### src/adc_ctrl_pkg.sv
// shared constants and types for the converter control block
package adc_ctrl_pkg;

  // ---------------------------------------------------------------
  // conversion timing, in converter clock half-cycles
  // ---------------------------------------------------------------
  // sample phases are 3.5 / 23.5 converter clocks, counted in halves
  localparam int unsigned SHORT_SAMPLE_HALVES = 7;
  localparam int unsigned LONG_SAMPLE_HALVES = 47;
  localparam logic [5:0] SHORT_SAMPLE_CNT = 6'(SHORT_SAMPLE_HALVES);
  localparam logic [5:0] LONG_SAMPLE_CNT = 6'(LONG_SAMPLE_HALVES);
  // one approximation step per converter clock tick
  localparam logic [3:0] BITS_10 = 4'hA;
  localparam logic [3:0] BITS_8 = 4'h8;
  localparam logic [4:0] CHANNEL_OFF = 5'h1F;
  localparam logic [9:0] RESULT_RESET = 10'h000;

  // ---------------------------------------------------------------
  // types
  // ---------------------------------------------------------------
  typedef enum logic [1:0] {IDLE, SAMPLE, CONVERT, TRANSFER} conv_state_e;

  typedef struct packed {
    logic convIrqEnable;
    logic continuousConvSel;
    logic [4:0] channelSelect;
  } status_control_s;

  typedef struct packed {
    logic longSampleSel;
    logic tenBitMode;
    logic asyncClockEnable;
    logic externalConvertMode;
  } config_s;

endpackage : adc_ctrl_pkg

### src/adc_lowpower_interrupt_ctrl.sv
// control logic of a successive-approximation converter with low-power handling
// How it works
// - short sample phase lasts 3.5 converter clocks before approximation begins.
// - long sample setting stretches the sample phase to 23.5 converter clocks.
// - ten-bit mode gives 1024 codes; eight-bit mode spans the same range.
// - result is rounded to the chosen width, error within half a code.
// - interrupt request rises when the complete flag sets and enable is on.
// - complete flag sets at every unblocked conversion end regardless of enable.
// - in wait mode conversions continue and interrupt still raised.
// - after a single conversion the converter falls back to low power.
// - low-power idle happens whatever channel is selected.
// - stop without async clock aborts conversion and forces low power.
// - after such a stop, only a control register write restarts conversion.
// - results hold the last completed value, untouched by aborts.
// - with async clock enabled, stop mode does not disturb conversions.
// - async clock plus external mode lets a hardware trigger start in stop.
// - awaiting that trigger stays low power, converts once, then interrupts.
// - completion is the result transfer, which sets the complete flag.
// - continuous mode restarts after each completion, updating results.
// - interrupt clears on result low read or control register write.
module adc_lowpower_interrupt_ctrl (
  // clock, reset, enable
  input wire logic clk,
  input wire logic rst,
  input wire logic clkEn,
  // converter clock tick, one pulse per converter clock half-cycle
  input wire logic converterClockHalfTick,
  // software writes and reads
  input wire logic statusControlWrite,
  input wire adc_ctrl_pkg::status_control_s statusControlData,
  input wire adc_ctrl_pkg::config_s configBits,
  input wire logic resultHighRead,
  input wire logic resultLowRead,
  // cpu power modes and hardware trigger
  input wire logic cpuWaitMode,
  input wire logic cpuStopMode,
  input wire logic hwTrigger,
  // analog core: comparator answer for the current trial
  input wire logic compareHigh,
  // analog core controls
  output logic analogPowerOn,
  output logic sampleActive,
  output logic [10:0] trialCode,
  output logic [4:0] channelSelect,
  // status and results
  output logic convCompleteFlag,
  output logic convIrq,
  output logic [1:0] resultHighReg,
  output logic [7:0] resultLowReg,
  output logic busy
);

  // ---------------------------------------------------------------
  // state and decode
  // ---------------------------------------------------------------
  adc_ctrl_pkg::conv_state_e state_q;
  adc_ctrl_pkg::status_control_s ctrl_q;
  logic [5:0] sampleCnt_q;
  logic [3:0] bitIdx_q;
  logic [10:0] sar_q;
  logic [9:0] result_q;
  logic flag_q;
  logic irq_q;
  logic stopHalted_q;
  logic highReadPending_q;
  logic tick;
  logic channelOn;
  logic stopAbort;
  logic trigEdge;
  logic trig_q;
  logic swStart;
  logic [3:0] nBits;
  logic [5:0] sampleLen;
  logic [10:0] rounded;
  logic transferBlocked;
  logic doneEvent;
  logic [9:0] result10;
  logic [7:0] result8;

  // ---------------------------------------------------------------
  // decode
  // ---------------------------------------------------------------
  assign tick = clkEn && converterClockHalfTick;
  assign channelOn = ctrl_q.channelSelect != adc_ctrl_pkg::CHANNEL_OFF;
  assign stopAbort = cpuStopMode && !configBits.asyncClockEnable;
  // a held trigger starts one conversion only, so waiting in stop stays quiet
  assign trigEdge = hwTrigger && !trig_q;
  assign swStart = statusControlWrite
                   && (statusControlData.channelSelect != adc_ctrl_pkg::CHANNEL_OFF);
  assign nBits = configBits.tenBitMode ? adc_ctrl_pkg::BITS_10 : adc_ctrl_pkg::BITS_8;
  assign sampleLen = configBits.longSampleSel ? adc_ctrl_pkg::LONG_SAMPLE_CNT
                                              : adc_ctrl_pkg::SHORT_SAMPLE_CNT;
  // round by adding half a code at the lsb below the result
  assign rounded = configBits.tenBitMode ? sar_q + 11'h001
                                         : sar_q + 11'h004;
  // saturate where the rounding carry drops off the top bit
  assign result10 = (rounded[10:1] == 10'h000 && sar_q[10]) ? 10'h3FF : rounded[10:1];
  assign result8 = (rounded[10:3] == 8'h00 && sar_q[10]) ? 8'hFF : rounded[10:3];
  // a half-read ten-bit result may not be overwritten
  assign transferBlocked = highReadPending_q && configBits.tenBitMode;
  // a blocked transfer drops its result and leaves the flag alone
  assign doneEvent = clkEn && state_q == adc_ctrl_pkg::TRANSFER && !transferBlocked;

  // ---------------------------------------------------------------
  // control register and trigger history
  // ---------------------------------------------------------------
  always_ff @(posedge clk or posedge rst)
  begin
    if (rst)
    begin
      ctrl_q <= '0;
      trig_q <= 1'b0;
    end
    else if (clkEn)
    begin
      trig_q <= hwTrigger;
      if (statusControlWrite)
        ctrl_q <= statusControlData;
    end
  end

  always_ff @(posedge clk or posedge rst)
  begin
    if (rst)
      stopHalted_q <= 1'b0;
    else if (clkEn)
    begin
      if (statusControlWrite)
        stopHalted_q <= 1'b0;
      else if (stopAbort)
        stopHalted_q <= 1'b1;
    end
  end

  // ---------------------------------------------------------------
  // conversion sequencer
  // ---------------------------------------------------------------
  always_ff @(posedge clk or posedge rst)
  begin
    if (rst)
    begin
      state_q <= adc_ctrl_pkg::IDLE;
      sampleCnt_q <= '0;
      bitIdx_q <= '0;
      sar_q <= '0;
    end
    else if (clkEn)
    begin
      if (stopAbort)
        state_q <= adc_ctrl_pkg::IDLE;
      else if (swStart)
      begin
        // a write aborts and restarts
        state_q <= adc_ctrl_pkg::SAMPLE;
        sampleCnt_q <= '0;
      end
      else if (statusControlWrite)
        state_q <= adc_ctrl_pkg::IDLE;
      else
      begin
        case (state_q)
          adc_ctrl_pkg::IDLE:
          begin
            if (configBits.externalConvertMode && trigEdge && channelOn && !stopHalted_q)
            begin
              state_q <= adc_ctrl_pkg::SAMPLE;
              sampleCnt_q <= '0;
            end
          end
          adc_ctrl_pkg::SAMPLE:
          begin
            if (tick)
            begin
              if (sampleCnt_q == sampleLen - 6'h01)
              begin
                state_q <= adc_ctrl_pkg::CONVERT;
                bitIdx_q <= '0;
                sar_q <= 11'h400;
              end
              else
                sampleCnt_q <= sampleCnt_q + 6'h01;
            end
          end
          adc_ctrl_pkg::CONVERT:
          begin
            // one trial per bit, plus a rounding guard bit
            if (tick)
            begin
              if (!compareHigh)
                sar_q[10 - bitIdx_q] <= 1'b0;
              if (bitIdx_q == nBits)
                state_q <= adc_ctrl_pkg::TRANSFER;
              else
              begin
                sar_q[9 - bitIdx_q] <= 1'b1;
                bitIdx_q <= bitIdx_q + 4'h1;
              end
            end
          end
          adc_ctrl_pkg::TRANSFER:
          begin
            // continuous restart; blocked transfers also retry
            if (ctrl_q.continuousConvSel && channelOn || transferBlocked)
            begin
              state_q <= adc_ctrl_pkg::SAMPLE;
              sampleCnt_q <= '0;
            end
            else
              // single conversion returns to low power
              state_q <= adc_ctrl_pkg::IDLE;
          end
          default:
            state_q <= adc_ctrl_pkg::IDLE;
        endcase
      end
    end
  end

  // ---------------------------------------------------------------
  // results
  // ---------------------------------------------------------------
  // results only change on completion
  always_ff @(posedge clk or posedge rst)
  begin
    if (rst)
      result_q <= adc_ctrl_pkg::RESULT_RESET;
    else if (doneEvent)
    begin
      // transfer into result registers, saturating at full scale
      if (configBits.tenBitMode)
        result_q <= result10;
      else
        result_q <= {2'b00, result8};
    end
  end

  // ---------------------------------------------------------------
  // read order tracking
  // ---------------------------------------------------------------
  always_ff @(posedge clk or posedge rst)
  begin
    if (rst)
      highReadPending_q <= 1'b0;
    else if (clkEn)
    begin
      if (resultLowRead || statusControlWrite)
        highReadPending_q <= 1'b0;
      else if (resultHighRead)
        highReadPending_q <= 1'b1;
    end
  end

  // ---------------------------------------------------------------
  // flag and interrupt
  // ---------------------------------------------------------------
  // flag sets at every completion; set wins over clear
  always_ff @(posedge clk or posedge rst)
  begin
    if (rst)
      flag_q <= 1'b0;
    else if (doneEvent)
      flag_q <= 1'b1;
    else if (clkEn && (resultLowRead || statusControlWrite))
      flag_q <= 1'b0;
  end

  // irq follows completion when enabled, also in wait or stop
  always_ff @(posedge clk or posedge rst)
  begin
    if (rst)
      irq_q <= 1'b0;
    else if (doneEvent && ctrl_q.convIrqEnable)
      irq_q <= 1'b1;
    // cleared by low read or control write
    else if (clkEn && (resultLowRead || statusControlWrite))
      irq_q <= 1'b0;
  end

  // ---------------------------------------------------------------
  // outputs
  // ---------------------------------------------------------------
  // power tracks activity only, not the channel code
  // waiting for a trigger keeps the core powered down
  assign analogPowerOn = state_q != adc_ctrl_pkg::IDLE;
  assign sampleActive = state_q == adc_ctrl_pkg::SAMPLE;
  assign busy = analogPowerOn;
  assign trialCode = sar_q;
  assign channelSelect = ctrl_q.channelSelect;
  assign convCompleteFlag = flag_q;
  // wait and async stop do not gate the request
  assign convIrq = irq_q;
  assign resultHighReg = result_q[9:8];
  assign resultLowReg = result_q[7:0];

endmodule : adc_lowpower_interrupt_ctrl

### config.mk
export PLATFORM = sky130hd
export DESIGN_NAME = adc_lowpower_interrupt_ctrl
export DESIGN_NICKNAME = d
export VERILOG_FILES = /design/src/adc_ctrl_pkg.sv /design/src/adc_lowpower_interrupt_ctrl.sv
export SDC_FILE = /design/constraint.sdc
export NUM_CORES = 1
export LEC_CHECK = 0
export BUFFER_PORTS_ARGS = -buffer_cell sky130_fd_sc_hd__buf_2
export CAP_MARGIN = 20
export CORE_AREA = 2 2 78 80
export DETAILED_ROUTE_END_ITERATION = 10
export DIE_AREA = 0 0 80 82
export GPL_TIMING_DRIVEN = 0
export PLACE_DENSITY = 0.75
export SLEW_MARGIN = 40
export SYNTH_ARGS = -nofsm -noshare
export SYNTH_HDL_FRONTEND = slang
export SYNTH_SLANG_ARGS = --single-unit
### constraint.sdc
create_clock -name clk -period 6.5 [get_ports clk]
set_input_delay 0.975 -clock clk [delete_from_list [all_inputs] [get_ports clk]]
set_output_delay 0.975 -clock clk [all_outputs]
set_load 0.1 [all_outputs]
==> flow_summary.yaml <==
critical_path:
  cp_data_required_time_ns: 6.74
  worst_setup_path_start_kind: "input port"
  timing.rr.end: "trialCode[7]"
  crit_type: "input port to register"
  ff2ff_setup_slack_ns: 3.77
  crit_path_end_kind: "register"
  cp_max_fo: 6
  crit_arrival_ns: 3.08
  ff2ff_path_depth: 8
  rr_startpoint: "state_q[1]"
synthesis:
  synthAdderAreaFrac_pct: 6.67
  yosys.area_share.simple_pct: 22.2
  ys_top_cells_by_area: "dfrtp_1 (37%), ha_1 (6.7%), nand2_1 (5.6%)"
  synth_edf_count: 0
  synth_fp_nets: 379
  synthFlopType: "dfrtp_1"
  synthCells: 341
  syn-cell-area_sq_mm: 0.00300
  synth.distinct_cells: 58
  ys_ff_latch: 45
  yosysSeqAreaShare_pct: 37.5
  synth_top_cell_area_share_pct: 37.5
  post_synth_xor_area_fraction_pct: 3.21
  netlist.top_cell.by_area: "dfrtp_1"
  yosys_warnings: 0
  synth_compound_area_share_pct: 21.6
  synth_top_family_by_area: "simple AND/OR/NAND/NOR gates"
  async_reset_ff_share_pct: 100
  synth.mux.area_fraction_pct: 3.00
  syn_avg_cell_area_sq_um: 8.81
clock_tree:
  cts-htree-levels: 2
  clkTransAtPathRegs_ns: 0.08
  cts_buffer_depth: 2
  cts_setup_buffers: 0
  cts_resized: 0
  cts_made_buffers: 5
  clock_latency_ns: 0.30
  cts_sinks: 45
  root_buffer: "clkbuf_8"
  holdBufCountCts: 0
  cts_tree: "done"
layout:
  drive_gt1_share_pct: 21.5
  fill_cells: 529
  area_delta_synth_final_pct: 15.0
  stdcell_count: 475
  stdcell_area_sq_mm: 0.00345
  final_nets: 437
  diodes: 0
timing:
  timing.hold.ws_ns: 0.480
  fmax_ghz: 0.352
  rsz0062_at_grt: "no"
  tightest_slew_ns: 0.597
  hold_viol: 0
  finClkSkew_ns: 0.00630
  fin_crit_ns: 2.84
  period_share_pct: 43.7
  finalSetupViolCount: 0
  tns_ns: 0
  relSlewSlack_pct: 59.9
  maxSlewViolCount: 0
placed_design:
  dp_cells: 467
  place_area_sq_mm: 0.00337
  hpwlAfterDp_um: 5230
  port_buffers: 50
  place_congestion: 0.899
power:
  ir_worst_vdd_uv: 222
  powerDensity_mw_per_mm2: 402
  power_mw: 1.39
  p_leak_nw: 1.60
drt:
  route.vias.total: 2665
  drc_errors: 0
  drt_iter0_drc: 139
  wl_per_cell_um: 14.3
  first_pass_iters: 4
  ant_nets: 0
  via_per_inst: 5.61
  routed_wl_um: 6790
worst_hold_path:
  hold_path_depth: 2
  hp-start: "convCompleteFlag"
  hold_path_class: "register to register"
  min_to: "convCompleteFlag"
grt:
  grt_max_degree: 28
  antenna_found_initial: 0
  grt_pass1_vias: 2462
  grt-ovfl-total: 0
  grt_pass1_wl_um: 10900
  grtUsageTotal_pct: 20.8
floorplanning:
  start_util_pct: 52.3
  coreArea_sq_mm: 0.00575
  ios: 53
  die-height_um: 82
  dieWidth_um: 80
  dieArea_sq_mm: 0.00656
  num_rows: 28
run:
  maxCapViolations: 0
run_status:
  status: "completed"
[layer usage]
layer	routed length (um)	share of wire [%]	global-route usage, %	up-vias
li1	-	-	-	1347
met2	3400	50	36.7	52
met1	3080	45	26.1	1259
met4	69	1.0	6.95	0
met3	240	3.5	3.19	7
met5	0	0	0	-
[registers in the layout, summed over array words and instances (netlist names)]
register	count
bitIdx_q	4
channelSelect	5
convCompleteFlag	1
convIrq	1
ctrl_q	2
highReadPending_q	1
result_q	10
sampleCnt_q	6
state_q	2
stopHalted_q	1
trialCode	11
trig_q	1
[layout by cell type (no fill, tap or decap), drive strengths merged, types with 8 or more instances in the layout]
cell type,count
a21oi,12
buf,62
clkbuf,13
dfrtp,45
ha,16
inv,18
mux2,8
nand2,45
nand3,20
nor2,24
o21ai,28
[critical path: stages]
cell and delay (ns):
buf_2 0.10, or3_4 0.34, a2111oi_2 0.49, o21ba_2 0.28, nand2_1 0.13, nor3_1 0.53, a22o_1 0.22
[through the flow]
step,utilization [%],worst slack [ns]
floorplan,-,3.41
global placement,58.3,3.48
detailed placement,58.6,3.40
CTS,60.1,3.72
global route,60.1,3.59
finish,60.1,3.66
[area by class of cell]
| class | instances | area [sq um] | share of cell area (%) |
|---|---|---|---|
| tap | 75 | 93.8 | 2.72 |
| multi-input combinational | 260 | 1700 | 49.3 |
| timing repair buffer | 51 | 270 | 7.83 |
| sequential | 45 | 1130 | 32.6 |
| inverter | 18 | 70.1 | 2.03 |
| buffer | 18 | 106 | 3.08 |
| clock inverter | 2 | 10.0 | 0.290 |
| clock buffer | 6 | 72.6 | 2.10 |
[synth_stat cells (all sizes together), types with 6 or more instances]
cell,number
ha,16
nand2b,6
clkbuf,7
buf,11
a22o,6
mux2,8
xnor2,6
nand3,20
a21oi,12
nor2,24
o21ai,28
inv,18
dfrtp,45
a21boi,6
nand2,45
[power breakdown]
group	leakage [nW]	total (mW)	switching, mW	internal, mW
clock	0.0450	0.173	0.0984	0.0748
sequential	0.593	0.398	0.0567	0.341
combinational	0.965	0.818	0.631	0.186
[cells by family (layout without fill, tap and decap cells)]
logic type,after synthesis,in the layout
simple gates,133,133
compound gates,92,92
xor+xnor,11,11
flops,45,45
buf+inv,36,95
fa+ha+maj,16,16
mux,8,8
[worst max path at each step]
stage                     slack, ns  depth (start not counted)        endpoint           from
after floorplan                3.41                          8  sampleCnt_q[4]     state_q[1]
after global placement         3.48                          7    trialCode[7]  configBits[3]
after detailed placement       3.40                          7    trialCode[7]  configBits[3]
after CTS                      3.72                          7    trialCode[7]  configBits[3]
after global routing           3.59                          7    trialCode[0]  configBits[3]
final                          3.66                          7    trialCode[7]  configBits[3]
Power figures use the tool's default switching activity.
